--- src/design/wlirp_pkg.sv ---
/*
  wlirp_pkg: offsets, field positions, reset values and select codes of the
  wake-on-lan / extended event register page.
  assumes: 5-bit register index, 16-bit register data, page select in 31.
*/
package wlirp_pkg;

  localparam int          REG_W          = 16;
  localparam int          IDX_W          = 5;

  // register indices
  localparam logic [4:0]  IDX_MAC_MID    = 5'h16;
  localparam logic [4:0]  IDX_MAC_UPPER  = 5'h17;
  localparam logic [4:0]  IDX_PW_LOW     = 5'h18;
  localparam logic [4:0]  IDX_PW_MID     = 5'h19;
  localparam logic [4:0]  IDX_PW_UPPER   = 5'h1a;
  localparam logic [4:0]  IDX_CTL        = 5'h1b;
  localparam logic [4:0]  IDX_EVT_MASK   = 5'h1c;
  localparam logic [4:0]  IDX_EVT_STATUS = 5'h1d;
  localparam logic [4:0]  IDX_PAGE       = 5'h1f;

  // page select codes
  localparam logic [15:0] PAGE_MAIN      = 16'h0000;
  localparam logic [15:0] PAGE_EXT2      = 16'h0002;
  localparam logic [15:0] PAGE_GP        = 16'h0010;
  localparam logic [15:0] PAGE_RESET     = 16'h0000;

  // control register fields
  localparam int          CTL_SECURE_BIT = 15;
  localparam int          CTL_PWLEN_BIT  = 14;
  localparam int          CTL_REP_LSB    = 8;
  localparam int          CTL_REP_W      = 4;
  localparam int          CTL_RATE_LSB   = 5;
  localparam int          CTL_RATE_W     = 3;
  localparam int          CTL_RMII_BIT   = 4;
  localparam int          CTL_CMOS_BIT   = 0;
  localparam logic [15:0] CTL_RESET      = 16'h0ff0;
  localparam logic [15:0] CTL_WMASK      = 16'hcff1;

  // event register fields
  localparam int          EVT_RX_BIT     = 13;
  localparam int          EVT_TX_BIT     = 12;
  localparam int          EVT_EEE_W      = 4;
  localparam logic [15:0] EVT_BITS       = 16'h300f;
  localparam logic [15:0] EVT_RESET      = 16'h0000;
  localparam logic [15:0] STORE_RESET    = 16'h0000;

  // storage word count (mac mid/upper, three password words)
  localparam int          STORE_WORDS    = 5;

  typedef enum logic [1:0] {
    RSEL_ZERO,
    RSEL_LOCAL,
    RSEL_STORE,
    RSEL_EVT
  } wlirp_rsel_t;

endpackage : wlirp_pkg

--- src/design/wlirp_acc_if.sv ---
/*
  wlirp_acc_if: register access strobes from the page decoder to a unit.
  assumes: one clock; strobes are one-cycle pulses.
*/
`timescale 1ns/1ps
interface wlirp_acc_if;
  logic        sel;
  logic        wr;
  logic        rd;
  logic [2:0]  idx;
  logic [15:0] wdata;

  modport ctrl (output sel, output wr, output rd, output idx, output wdata);
  modport unit (input sel, input wr, input rd, input idx, input wdata);
endinterface : wlirp_acc_if

--- src/design/wlirp_event_unit.sv ---
/*
  wlirp_event_unit: sticky event mask and read-clearing event status.
  assumes: event inputs are one-cycle pulses or levels on the clock.
*/
`timescale 1ns/1ps
module wlirp_event_unit
  import wlirp_pkg::*;
#(
  parameter logic [15:0] BITS = EVT_BITS
) (
  input  wire logic        clk_i,
  input  wire logic        reset_i,
  input  wire logic        soft_reset_i,
  wlirp_acc_if.unit        acc,
  input  wire logic [15:0] event_i,
  output logic [15:0]      rdata_o,
  output logic [15:0]      status_o,
  output logic [15:0]      mask_o,
  output logic             irq_o
);

  if (BITS == 16'h0000) begin : g_chk
    $error("wlirp_event_unit: no event bits");
  end

  logic wr_mask;
  logic rd_status;

  assign wr_mask   = acc.sel && acc.wr && acc.idx == 3'h0;
  assign rd_status = acc.sel && acc.rd && acc.idx == 3'h1;

  //////////////////////////////////////////////////////////////////////////
  for (genvar b = 0; b < 16; b++) begin : g_bit
    if (BITS[b]) begin : g_live
      always_ff @(posedge clk_i or posedge reset_i) begin
        if (reset_i) begin
          mask_o[b] <= EVT_RESET[b];
        end else if (wr_mask) begin
          mask_o[b] <= acc.wdata[b]; // RULE7 RULE13
        end
      end
      always_ff @(posedge clk_i or posedge reset_i) begin
        if (reset_i) begin
          status_o[b] <= EVT_RESET[b];
        end else if (event_i[b]) begin
          status_o[b] <= 1'b1; // RULE8 RULE9
        end else if (rd_status || soft_reset_i) begin
          status_o[b] <= 1'b0; // RULE12
        end
      end
    end else begin : g_rsvd
      assign mask_o[b]   = 1'b0;
      assign status_o[b] = 1'b0;
    end
  end

  assign irq_o = |(status_o & mask_o); // RULE12

  always_ff @(posedge clk_i or posedge reset_i) begin
    if (reset_i) begin
      rdata_o <= EVT_RESET;
    end else if (acc.sel && acc.rd) begin
      rdata_o <= (acc.idx == 3'h0) ? mask_o : status_o;
    end
  end

  //////////////////////////////////////////////////////////////////////////
  property p_evt_set;
    @(posedge clk_i) disable iff (reset_i)
    (event_i & BITS) != 16'h0000 |=> (status_o & $past(event_i & BITS))
                                     == $past(event_i & BITS);
  endproperty
  a_evt_set: assert property (p_evt_set) // RULE9
    else $error("event did not set its status bit");

  property p_rd_clear;
    @(posedge clk_i) disable iff (reset_i)
    rd_status && event_i == 16'h0000 |=> status_o == 16'h0000;
  endproperty
  a_rd_clear: assert property (p_rd_clear) // RULE8
    else $error("status not cleared by read");

  property p_mask_wr;
    @(posedge clk_i) disable iff (reset_i)
    wr_mask |=> mask_o == ($past(acc.wdata) & BITS);
  endproperty
  a_mask_wr: assert property (p_mask_wr) // RULE7
    else $error("mask write lost");

  property p_irq;
    @(posedge clk_i) disable iff (reset_i)
    (event_i & mask_o) != 16'h0000 && !wr_mask |=> irq_o;
  endproperty
  a_irq: assert property (p_irq) // RULE12
    else $error("interrupt missing for enabled pending event");

  c_rd_clear: cover property (@(posedge clk_i) disable iff (reset_i)
    status_o != 16'h0000 ##1 rd_status ##1 status_o == 16'h0000);

endmodule : wlirp_event_unit

--- src/design/wlirp_page.sv ---
/*
  wlirp_page: wake-on-lan and extended event register page with the
  page select register; reached by indexed register reads and writes.
  assumes: one 200 MHz clock; wr/rd strobes are one-cycle pulses with a
  stable index and data; event inputs synchronous to the clock.
*/
`timescale 1ns/1ps
// Functional notes
// RULE1: wake target address words mid and upper, read/write, zero reset.
// RULE2: password held in three sticky words, zero after reset.
// RULE3: control bit 15 enables password check; bit 14 picks 4 bytes.
// RULE4: field 11:8 gives address repeats minus one, reset 1111.
// RULE5: field 7:5 sets interface edge rate, reset 111 fastest.
// RULE6: control bit 4 gates reference clock output, reset enabled.
// RULE7: mask bits 13, 12, 3..0 enable events, zero reset.
// RULE8: status bits flag pending events at mask positions, self clearing.
// RULE9: status bits 3..0 flag the four energy-efficient events.
// RULE10: controller writes 0x0010 to register 31 for general space.
// RULE11: controller writes 0x0000 to register 31 for main page.
// RULE12: status read clears bits; interrupt while status and mask set.
// RULE13: sticky bits survive soft reset, clear only on hardware reset.
module wlirp_page
  import wlirp_pkg::*;
(
  input  wire logic        clk_i,
  input  wire logic        reset_i,
  input  wire logic        soft_reset_i,
  input  wire logic [4:0]  mgmt_addr_i,
  input  wire logic [15:0] mgmt_wdata_i,
  input  wire logic        mgmt_wr_i,
  input  wire logic        mgmt_rd_i,
  output logic [15:0]      mgmt_rdata_o,
  output logic [15:0]      reg_page_o,
  input  wire logic        rx_fifo_err_i,
  input  wire logic        tx_fifo_err_i,
  input  wire logic [3:0]  eee_event_i,
  output logic [31:0]      wake_mac_addr_o,
  output logic [47:0]      wake_password_o,
  output logic             secure_on_enable_o,
  output logic             password_four_byte_o,
  output logic [4:0]       addr_repeat_total_o,
  output logic [2:0]       mac_if_edge_rate_o,
  output logic             reduced_mii_reference_clock_out_en_o,
  output logic             event_irq_o,
  output logic             management_interrupt_pin_n_o,
  output logic             management_interrupt_pin_oe_n_o
);

  wlirp_acc_if store_acc ();
  wlirp_acc_if evt_acc ();

  logic [15:0]  page_reg;
  logic [15:0]  ctl_reg;
  logic [15:0]  local_rdata_reg;
  wlirp_rsel_t  rsel_reg;
  wlirp_rsel_t  rsel_next;
  logic         ext_page;
  logic         hit_page;
  logic         hit_store;
  logic         hit_ctl;
  logic         hit_evt;
  logic [15:0]  store_rdata;
  logic [79:0]  store_words;
  logic [15:0]  evt_rdata;
  logic [15:0]  evt_status;
  logic [15:0]  evt_mask;
  logic [15:0]  evt_vec;
  logic         irq;
  logic         int_n_reg;
  logic         int_oe_n_reg;

  //////////////////////////////////////////////////////////////////////////
  // address decode
  assign ext_page  = (page_reg == PAGE_EXT2);
  assign hit_page  = (mgmt_addr_i == IDX_PAGE);
  assign hit_store = ext_page && mgmt_addr_i >= IDX_MAC_MID
                     && mgmt_addr_i <= IDX_PW_UPPER;
  assign hit_ctl   = ext_page && mgmt_addr_i == IDX_CTL;
  assign hit_evt   = ext_page && (mgmt_addr_i == IDX_EVT_MASK
                     || mgmt_addr_i == IDX_EVT_STATUS);

  assign store_acc.sel   = hit_store;
  assign store_acc.wr    = mgmt_wr_i;
  assign store_acc.rd    = mgmt_rd_i;
  assign store_acc.idx   = 3'(mgmt_addr_i - IDX_MAC_MID);
  assign store_acc.wdata = mgmt_wdata_i;

  assign evt_acc.sel     = hit_evt;
  assign evt_acc.wr      = mgmt_wr_i;
  assign evt_acc.rd      = mgmt_rd_i;
  assign evt_acc.idx     = 3'(mgmt_addr_i - IDX_EVT_MASK);
  assign evt_acc.wdata   = mgmt_wdata_i;

  //////////////////////////////////////////////////////////////////////////
  // page select register
  always_ff @(posedge clk_i or posedge reset_i) begin
    if (reset_i) begin
      page_reg <= PAGE_RESET;
    end else if (mgmt_wr_i && hit_page) begin
      page_reg <= mgmt_wdata_i; // RULE10 RULE11
    end else if (soft_reset_i) begin
      page_reg <= PAGE_MAIN;
    end
  end

  assign reg_page_o = page_reg;

  //////////////////////////////////////////////////////////////////////////
  // wake and interface control register
  always_ff @(posedge clk_i or posedge reset_i) begin
    if (reset_i) begin
      ctl_reg <= CTL_RESET; // RULE4 RULE5 RULE6 RULE13
    end else if (mgmt_wr_i && hit_ctl) begin
      ctl_reg <= mgmt_wdata_i & CTL_WMASK; // RULE3
    end
  end

  assign secure_on_enable_o   = ctl_reg[CTL_SECURE_BIT]; // RULE3
  assign password_four_byte_o = ctl_reg[CTL_PWLEN_BIT]; // RULE3
  assign addr_repeat_total_o  =
    5'(ctl_reg[CTL_REP_LSB +: CTL_REP_W]) + 5'h01; // RULE4
  assign mac_if_edge_rate_o   = ctl_reg[CTL_RATE_LSB +: CTL_RATE_W]; // RULE5
  assign reduced_mii_reference_clock_out_en_o = ctl_reg[CTL_RMII_BIT]; // RULE6

  //////////////////////////////////////////////////////////////////////////
  // sticky storage
  wlirp_store #(
    .WORDS (STORE_WORDS),
    .WIDTH (REG_W)
  ) u_store (
    .clk_i   (clk_i),
    .reset_i (reset_i),
    .acc     (store_acc),
    .rdata_o (store_rdata),
    .words_o (store_words)
  );

  assign wake_mac_addr_o = store_words[31:0]; // RULE1
  assign wake_password_o = store_words[79:32]; // RULE2

  //////////////////////////////////////////////////////////////////////////
  // event mask and status
  always_comb begin
    evt_vec                        = 16'h0000;
    evt_vec[EVT_RX_BIT]            = rx_fifo_err_i;
    evt_vec[EVT_TX_BIT]            = tx_fifo_err_i;
    evt_vec[EVT_EEE_W-1:0]         = eee_event_i; // RULE9
  end

  wlirp_event_unit #(
    .BITS (EVT_BITS)
  ) u_evt (
    .clk_i        (clk_i),
    .reset_i      (reset_i),
    .soft_reset_i (soft_reset_i),
    .acc          (evt_acc),
    .event_i      (evt_vec),
    .rdata_o      (evt_rdata),
    .status_o     (evt_status),
    .mask_o       (evt_mask),
    .irq_o        (irq)
  );

  assign event_irq_o = irq;

  //////////////////////////////////////////////////////////////////////////
  // interrupt pin: push-pull when cmos drive set, else open drain
  always_ff @(posedge clk_i or posedge reset_i) begin
    if (reset_i) begin
      int_n_reg    <= 1'b1;
      int_oe_n_reg <= 1'b1;
    end else begin
      int_n_reg    <= ~irq; // RULE12
      int_oe_n_reg <= ~(irq || ctl_reg[CTL_CMOS_BIT]);
    end
  end

  assign management_interrupt_pin_n_o    = int_n_reg;
  assign management_interrupt_pin_oe_n_o  = int_oe_n_reg;

  //////////////////////////////////////////////////////////////////////////
  // read path
  always_comb begin
    rsel_next = RSEL_ZERO;
    if (hit_page || hit_ctl) begin
      rsel_next = RSEL_LOCAL;
    end else if (hit_store) begin
      rsel_next = RSEL_STORE;
    end else if (hit_evt) begin
      rsel_next = RSEL_EVT;
    end
  end

  always_ff @(posedge clk_i or posedge reset_i) begin
    if (reset_i) begin
      rsel_reg        <= RSEL_ZERO;
      local_rdata_reg <= 16'h0000;
    end else if (mgmt_rd_i) begin
      rsel_reg        <= rsel_next;
      local_rdata_reg <= hit_page ? page_reg : ctl_reg;
    end
  end

  always_comb begin
    case (rsel_reg)
      RSEL_LOCAL: mgmt_rdata_o = local_rdata_reg;
      RSEL_STORE: mgmt_rdata_o = store_rdata;
      RSEL_EVT:   mgmt_rdata_o = evt_rdata;
      default:    mgmt_rdata_o = 16'h0000;
    endcase
  end

  //////////////////////////////////////////////////////////////////////////
  // checks
  property p_mac_wr;
    @(posedge clk_i) disable iff (reset_i)
    mgmt_wr_i && ext_page && mgmt_addr_i == IDX_MAC_UPPER
    |=> wake_mac_addr_o[31:16] == $past(mgmt_wdata_i);
  endproperty
  a_mac_wr: assert property (p_mac_wr) // RULE1
    else $error("upper wake address write lost");

  property p_pw_wr;
    @(posedge clk_i) disable iff (reset_i)
    mgmt_wr_i && ext_page && mgmt_addr_i == IDX_PW_LOW
    |=> wake_password_o[15:0] == $past(mgmt_wdata_i);
  endproperty
  a_pw_wr: assert property (p_pw_wr) // RULE2
    else $error("low password write lost");

  property p_secure;
    @(posedge clk_i) disable iff (reset_i)
    mgmt_wr_i && hit_ctl
    |=> secure_on_enable_o == $past(mgmt_wdata_i[CTL_SECURE_BIT])
        && password_four_byte_o == $past(mgmt_wdata_i[CTL_PWLEN_BIT]);
  endproperty
  a_secure: assert property (p_secure) // RULE3
    else $error("password control bits wrong");

  property p_repeat;
    @(posedge clk_i) disable iff (reset_i)
    mgmt_wr_i && hit_ctl
    |=> addr_repeat_total_o == 5'($past(mgmt_wdata_i[11:8])) + 5'h01;
  endproperty
  a_repeat: assert property (p_repeat) // RULE4
    else $error("repeat count not field plus one");

  property p_rate;
    @(posedge clk_i) disable iff (reset_i)
    mgmt_wr_i && hit_ctl |=> mac_if_edge_rate_o == $past(mgmt_wdata_i[7:5]);
  endproperty
  a_rate: assert property (p_rate) // RULE5
    else $error("edge rate field wrong");

  property p_ctl_reset;
    @(posedge clk_i) disable iff (reset_i)
    $fell(reset_i) |-> addr_repeat_total_o == 5'h10
      && mac_if_edge_rate_o == 3'h7 && reduced_mii_reference_clock_out_en_o
      && !secure_on_enable_o;
  endproperty
  a_ctl_reset: assert property (p_ctl_reset) // RULE6
    else $error("control defaults wrong after reset");

  property p_sticky;
    @(posedge clk_i) disable iff (reset_i)
    soft_reset_i && !mgmt_wr_i
    |=> $stable(ctl_reg) && $stable(wake_password_o) && $stable(evt_mask);
  endproperty
  a_sticky: assert property (p_sticky) // RULE13
    else $error("sticky bits disturbed by soft reset");

  property p_pin;
    @(posedge clk_i) disable iff (reset_i)
    irq |=> !management_interrupt_pin_n_o
            && !management_interrupt_pin_oe_n_o;
  endproperty
  a_pin: assert property (p_pin) // RULE12
    else $error("interrupt pin not driven low");

  property p_offpage;
    @(posedge clk_i) disable iff (reset_i)
    mgmt_wr_i && !ext_page && mgmt_addr_i == IDX_CTL |=> $stable(ctl_reg);
  endproperty
  a_offpage: assert property (p_offpage) // RULE10
    else $error("control written from another page");

  property p_page_rd;
    @(posedge clk_i) disable iff (reset_i)
    mgmt_rd_i && hit_page |=> mgmt_rdata_o == $past(page_reg);
  endproperty
  a_page_rd: assert property (p_page_rd) // RULE11
    else $error("page register read back wrong");

  c_ext_enter: cover property (@(posedge clk_i) disable iff (reset_i)
    mgmt_wr_i && hit_page && mgmt_wdata_i == PAGE_EXT2 ##1 ext_page);
  c_gp_enter: cover property (@(posedge clk_i) disable iff (reset_i)
    mgmt_wr_i && hit_page && mgmt_wdata_i == PAGE_GP);
  c_irq: cover property (@(posedge clk_i) disable iff (reset_i)
    rx_fifo_err_i && evt_mask[EVT_RX_BIT] ##1 irq);

endmodule : wlirp_page

--- src/design/wlirp_store.sv ---
/*
  wlirp_store: sticky word storage for wake address and password words.
  assumes: only the hardware reset clears it; read data registered.
*/
`timescale 1ns/1ps
module wlirp_store
  import wlirp_pkg::*;
#(
  parameter int WORDS = STORE_WORDS,
  parameter int WIDTH = REG_W
) (
  input  wire logic                   clk_i,
  input  wire logic                   reset_i,
  wlirp_acc_if.unit                   acc,
  output logic [WIDTH-1:0]            rdata_o,
  output logic [WORDS*WIDTH-1:0]      words_o
);

  if (WORDS < 1 || WORDS > 8 || WIDTH != REG_W) begin : g_chk
    $error("wlirp_store: unsupported size");
  end

  logic [WIDTH-1:0] mem_reg [WORDS];

  //////////////////////////////////////////////////////////////////////////
  for (genvar w = 0; w < WORDS; w++) begin : g_word
    always_ff @(posedge clk_i or posedge reset_i) begin
      if (reset_i) begin
        mem_reg[w] <= STORE_RESET;
      end else if (acc.sel && acc.wr && acc.idx == 3'(w)) begin
        mem_reg[w] <= acc.wdata; // RULE1 RULE2 RULE13
      end
    end
    assign words_o[w*WIDTH +: WIDTH] = mem_reg[w];
  end

  always_ff @(posedge clk_i or posedge reset_i) begin
    if (reset_i) begin
      rdata_o <= STORE_RESET;
    end else if (acc.sel && acc.rd) begin
      rdata_o <= (int'(acc.idx) < WORDS) ? mem_reg[acc.idx] : '0;
    end
  end

  //////////////////////////////////////////////////////////////////////////
  property p_store_hold;
    @(posedge clk_i) disable iff (reset_i)
    !(acc.sel && acc.wr) |=> $stable(words_o);
  endproperty
  a_store_hold: assert property (p_store_hold) // RULE1
    else $error("storage changed without a write");

endmodule : wlirp_store

--- config.mk ---
export PLATFORM = sky130hd
export DESIGN_NAME = wlirp_page
export DESIGN_NICKNAME = d
export VERILOG_FILES = /design/src/design/wlirp_pkg.sv /design/src/design/wlirp_acc_if.sv /design/src/design/wlirp_event_unit.sv /design/src/design/wlirp_page.sv /design/src/design/wlirp_store.sv
export SDC_FILE = /design/constraint.sdc
export NUM_CORES = 1
export LEC_CHECK = 0
export ABC_AREA = 0
export BUFFER_PORTS_ARGS = -buffer_cell sky130_fd_sc_hd__buf_2
export CAP_MARGIN = 10
export CELL_PAD_IN_SITES_DETAIL_PLACEMENT = 1
export CELL_PAD_IN_SITES_GLOBAL_PLACEMENT = 2
export CORE_ASPECT_RATIO = 0.6
export CORE_MARGIN = 2
export CORE_UTILIZATION = 25
export DETAILED_ROUTE_END_ITERATION = 8
export GPL_ROUTABILITY_DRIVEN = 0
export PLACE_DENSITY_LB_ADDON = 0.1
export REMOVE_ABC_BUFFERS = 1
export SETUP_SLACK_MARGIN = 0.2
export SYNTH_ARGS = -nofsm -noshare
export SYNTH_HDL_FRONTEND = slang
export SYNTH_SLANG_ARGS = --single-unit
--- constraint.sdc ---
create_clock -name clk_i -period 4.34 [get_ports clk_i]
set_clock_uncertainty 0.1 [all_clocks]
set_input_delay 0.217 -clock clk_i [delete_from_list [all_inputs] [get_ports clk_i]]
set_output_delay 0.217 -clock clk_i [all_outputs]
set_load 0.01 [all_outputs]
Word level (Yosys, flattened, before mapping)
Cells that the tools add are included.

cells by class
  shift-type cells = 0
  add/sub/neg operators = 3
  $mul = 0
  multiplexer cells = 19
  bitwise gates (word level) = 4
  reductions and logical operators = 31
  order comparisons = 4
  divide/modulo/power cells = 0
  eq/ne operators = 13

operator list
  operator                                                   number
  two-way mux 16 bit                                         6
  binary-select mux 16 bit (select 3 bit)                    1
  case mux 16 bit (3 select lines)                           1
  == test 5 bit (second input constant)                      4
  logical AND 1 bit                                          17
  == test 16 x 2 -> 1 bit (second input constant)            1
  OR reduction 16 bit                                        1
  AND 14 bit                                                 1
  two-way mux 14 bit                                         1
  nonzero test 2 bit                                         7
  two-way mux 1 bit                                          7
  == test 3 x 1 -> 1 bit (second input constant)             2
  == test 3 x 2 -> 1 bit (second input constant)             2
  zero test 3 bit                                            2
  two-way mux 2 bit                                          3
  subtractor 3 bit (second input constant)                   2
  adder 4 x 1 -> 5 bit (second input constant)               1
  greater-or-equal comparator 5 bit (second input constant)  1
  <= comparator 5 bit (second input constant)                1
  == test 2 bit (second input constant)                      2
  greater-or-equal comparator 4 bit (second input constant)  1
  logical OR 1 bit                                           4
  inverter 3 -> 4 bit                                        1
  == test 3 bit (second input constant)                      1
  other kinds (3)                                            4

storage, ports and cells
  register bits = 171
  bits in writable memories = 0
  ROM bits = 0
  memories = 0
  input port bits = 32
  latch bits = 0

Depth between registers and ports, before layout
  depth after elaboration = 8
  mapped depth = 8
  depth with buffers taken out = 6

Hierarchy
A second synthesis with hierarchy kept.

unflattened totals
  cells, all modules = 637
  area total of the unflattened synthesis = 7868.8 um^2

modules (own cells, without submodules)
  module            times used  sequential area each (um^2)  area each (um^2)  cells an instance
  wlirp_store       1           2402.3                       4244.1            287
  wlirp_page        1           1188.6                       2600.0            251
  wlirp_event_unit  1           450.4                        1024.7            99

Worst setup path before layout
OpenSTA, ideal clock, no wires.

  kind = flip-flop to flip-flop
  start = register page_reg[0], in the netlist reg_page_o[0]
  end = register u_store.mem_reg (netlist bit u_store.words_o[64])
  arrival time = 1827 ps
  slack = 2286 ps
  stages on the path, launching flop included = 6
  library setup time = 128 ps
  path through = dfrtp_1 > nor4b_4 > nand4_1 > nor3_2 > buf_4 > mux2_1

between the ends
  word-level cells in the longest chain between the ends = 5

ends and longest elaborated chain
  what                            line               RTL
  start, declared                 wlirp_page.sv:52   logic [15:0] page_reg;
  start signal, assigned          wlirp_page.sv:100  page_reg <= mgmt_wdata_i;
  == test 16 x 2 -> 1 bit         wlirp_page.sv:74   assign ext_page = (page_reg == PAGE_EXT2);
  logical AND 1 bit               wlirp_page.sv:76   assign hit_store = ext_page && mgmt_addr_i >= IDX_MAC_MID
  logical AND 1 bit               wlirp_page.sv:77   && mgmt_addr_i <= IDX_PW_UPPER;
  logical AND 1 bit (2 in a row)  wlirp_store.sv:30  end else if (acc.sel && acc.wr && acc.idx == 3'(w)) begin
  end signal, assigned by index   wlirp_store.sv:31  mem_reg[w] <= acc.wdata;
  end, declared                   wlirp_store.sv:23  logic [WIDTH-1:0] mem_reg [WORDS];

Every way passes these cells.
A chain may end at the register's enable or synchronous reset.

Worst setup path after layout
  start = register rsel_reg[1]
  end = output port mgmt_rdata_o[14]

between the ends
  word-level cells in the longest chain between the ends = 2
  elaborated cells on any way between the ends = 4

ends and longest elaborated chain
  what                                                     line               RTL
  start, declared                                          wlirp_page.sv:55   wlirp_rsel_t rsel_reg;
  start signal, assigned                                   wlirp_page.sv:199  rsel_reg <= rsel_next;
  == test 2 bit or == test 2 x 1 -> 1 bit (tied branches)  wlirp_page.sv:205  case (rsel_reg)
  case mux 16 bit (3 select lines) *                       wlirp_page.sv:205
  end, declared                                            wlirp_page.sv:32   output logic [15:0] mgmt_rdata_o,

Mark *: on every way between the ends. The rest lies on a longest branch, timed or not.

==> results.cfg <==
[synthesis]
syn_avg_cell_area_um2 = 13.72
yosysUniqueCellTypes = 50
synth_edf_count = 0
synth.top_cell.area_share = 0.4806
syn-cell-area_um2 = 7863
synthFlopType = dfrtp_1
ys_seq_area_frac = 0.5140
synthTopCellsByCount = dfrtp_1 (151), mux2_2 (52), mux2i_1 (49)
async_flop_share = 1.000
synth_top_cell_by_area = dfrtp_1
ys.warnings.count = 0
ys_ff_latch = 161
yosysMostFrequentCell = dfrtp_1
synthCells = 573
synth_area_leaders = dfrtp_1 (48%), mux2_4 (8.8%), mux2_2 (7.4%)

[clocking]
clk_pin_slew_ps = 60
htreeDepth = 4
cts_max_path_buffers = 2
cts_root_buf = clkbuf_16
numCtsBuffers = 17
cts_tree = yes
ctsResizeCount = 0
insertion_delay_ps = 450
cts.sinks = 161

[power]
switchingPower_w = 0.0008080
swShare = 0.2421
clock_power_share = 0.468
internal_power_w = 0.002530
power.density_nw_per_um2 = 339.4
p_comb_frac = 0.070
power_w = 0.003338
ir_drop_mv = 0.2781
leakage_nw = 5.064
seqPwrFrac = 0.462

[floorplan]
die_x_um = 232.9
die_h_um = 141.4
start_util = 0.2529
core-area_um2 = 31090
io_pins = 158
num_rows = 50
dieArea_um2 = 32930

[min_path]
holdCritPathClass = primary input to register

[sta]
rsz0062_at_grt = false
period_share = 0.6609
slew_violations = 0
fmaxAchievable_mhz = 348.7
postLayoutSetupSlackWorst_ps = 1472
finalCriticalPeriod_ps = 2868
hold_viol = 0
slew_headroom = 0.1653
setup_violations = 0
tightest_slew_ps = 1247

[critical_path]
arrival_ps = 2550
critPathKind = register to output pin
crit_fanout = 10
required_ps = 4020
critPathCaptureType = output pin
critPathLaunchType = register

[placement]
pre_cts_ws_ps = 944.0
placed_cell_area_um2 = 9041
numPortBuffers = 157
dp_cells = 1118
hpwlAfterDp_mm = 18.39

[finish]
layout.nets = 776
fin_cells = 1168
drive_gt1_frac = 0.4301
fill_cells = 3379
largest_reg_flops = 80
syn_to_final_growth_pct = 25.08
fin_area_um2 = 9834
multi_input_area_um2 = 3567
regArea_um2 = 4041

[routing]
dr.pass1.iters = 4
wl_mm = 26.71
drtIter0Drc = 232
ant_nets = 0
drt-vias-per-instance = 4.561
wl_per_cell_um = 22.87
route.detailed.drc = 0
vias = 5327

[global_route]
grt_pass1_wl_mm = 39.46
grt_max_degree = 105
gr-total-overflow = 0
grt_antenna_before_repair = 2
grt_pass1_vias = 5798
grtUsageTotal = 0.1689

[run]
maxCapViolations = 0

[run_status]
outcome = completed
## layout make-up
class                   instances  share of cell area
inverters                      13            0.005471
multi-input cells             363              0.3627
clock buffers                  20             0.04644
repair buffers                183              0.1074
flip-flops and latches        161              0.4109
well taps                     416             0.05293
diodes                          1           0.0002545
clock inverters                11             0.01387
## through the flow
| step | util | setup TNS (ps) | hold WS, ps |
|---|---|---|---|
| 6_report | 0.3163 | 0 | 22.01 |
| 3_3_place_gp | 0.2908 | 0 | 300.0 |
| 5_1_grt | 0.3162 | 0 | 37.89 |
| 3_5_place_dp | 0.2908 | 0 | 307.3 |
| 2_1_floorplan | - | -46620 | 201.7 |
| 4_1_cts | 0.3153 | 0 | 0.03153 |
## critical path, stage by stage, from the launching register on
cell	delay [ps]
dfrtp_1	600
nor2_1	1030
a22o_1	310
buf_2	160
## power groups by stage
stage | registers (W) | logic (W) | clock network [W]
detailed placement | 0.00157 | 0.000228 | 0
finish | 0.00154 | 0.000233 | 0.00156
global placement | 0.00157 | 0.000222 | 0
CTS | 0.00154 | 0.000241 | 0.00163
floorplan | 0.00157 | 0.000101 | 0
global route | 0.00155 | 0.000257 | 0.00168
## layer usage
layer  GRT usage  part of all wire  vias to the layer above
li1            -                 -                     2432
met1      0.2372              0.50                     2782
met2      0.2539              0.45                       93
met3     0.05125             0.046                       18
met4     0.04023            0.0097                        2
met5           0           0.00045                        -
## kinds of logic (layout without fill, tap and decap cells)
| family | after synthesis | in the layout | share of synthesized area |
|---|---|---|---|
| mux | 190 | 190 | 0.2863 |
| flops | 161 | 161 | 0.5140 |
| simple gates | 86 | 86 | 0.07734 |
| compound gates | 80 | 80 | 0.07845 |
| buf+inv | 49 | 227 | 0.03374 |
| fa+ha+maj | 5 | 5 | 0.007957 |
| xor+xnor | 2 | 2 | 0.002228 |
| other cells | 0 | 1 | 0 |
## repair_timing
| action | CTS | global route |
|---|---|---|
| endpoints found under the hold margin | 137 | 0 |
| hold buffers | 17 | 0 |
| buffers inserted | 0 | 0 |
## final timing paths
| check | start | slack [ps] | cells past startpoint | end |
|---|---|---|---|---|
| worst max-delay path | rsel_reg[1] | 1470 | 3 | mgmt_rdata_o[14] |
| worst min-delay path | mgmt_wdata_i[11] | 20 | 2 | ctl_reg[11] |
| worst max register to register | reg_page_o[4] | 1550 | 4 | u_store.words_o[38] |
| worst min register to register | ctl_reg[0] | 340 | 1 | management_interrupt_pin_oe_n_o |
| max in group asynchronous | reset_i | 2760 | 4 | ctl_reg[11] |
| min in group asynchronous | reset_i | 440 | 3 | u_store.words_o[36] |
## placed cells by master (no fill, tap or decap), types with 2 or more instances in the layout
cell           instances
nand2_1                9
a22o_1                11
dfrtp_1              151
dfstp_2               10
mux2_4                46
clkinv_2               6
nand3_1                9
and2_1                 2
ha_1                   5
mux2_1                43
nor2b_1               17
inv_6                  2
buf_2                157
clkbuf_16             17
a22oi_1                3
nor3_1                 3
bufinv_16              3
o2bb2ai_1             32
nor4_4                 2
dlygate4sd3_1         17
o21ai_0               11
a21o_1                 6
clkbuf_8               2
and3_1                 4
buf_4                  7
nand2b_1               2
nor2_1                16
nand4_4                4
nand4_1                3
mux2i_1               49
inv_1                 12
mux2_2                52
a21oi_1               11
nor3_4                 2
(Power assumes the default switching activity.)
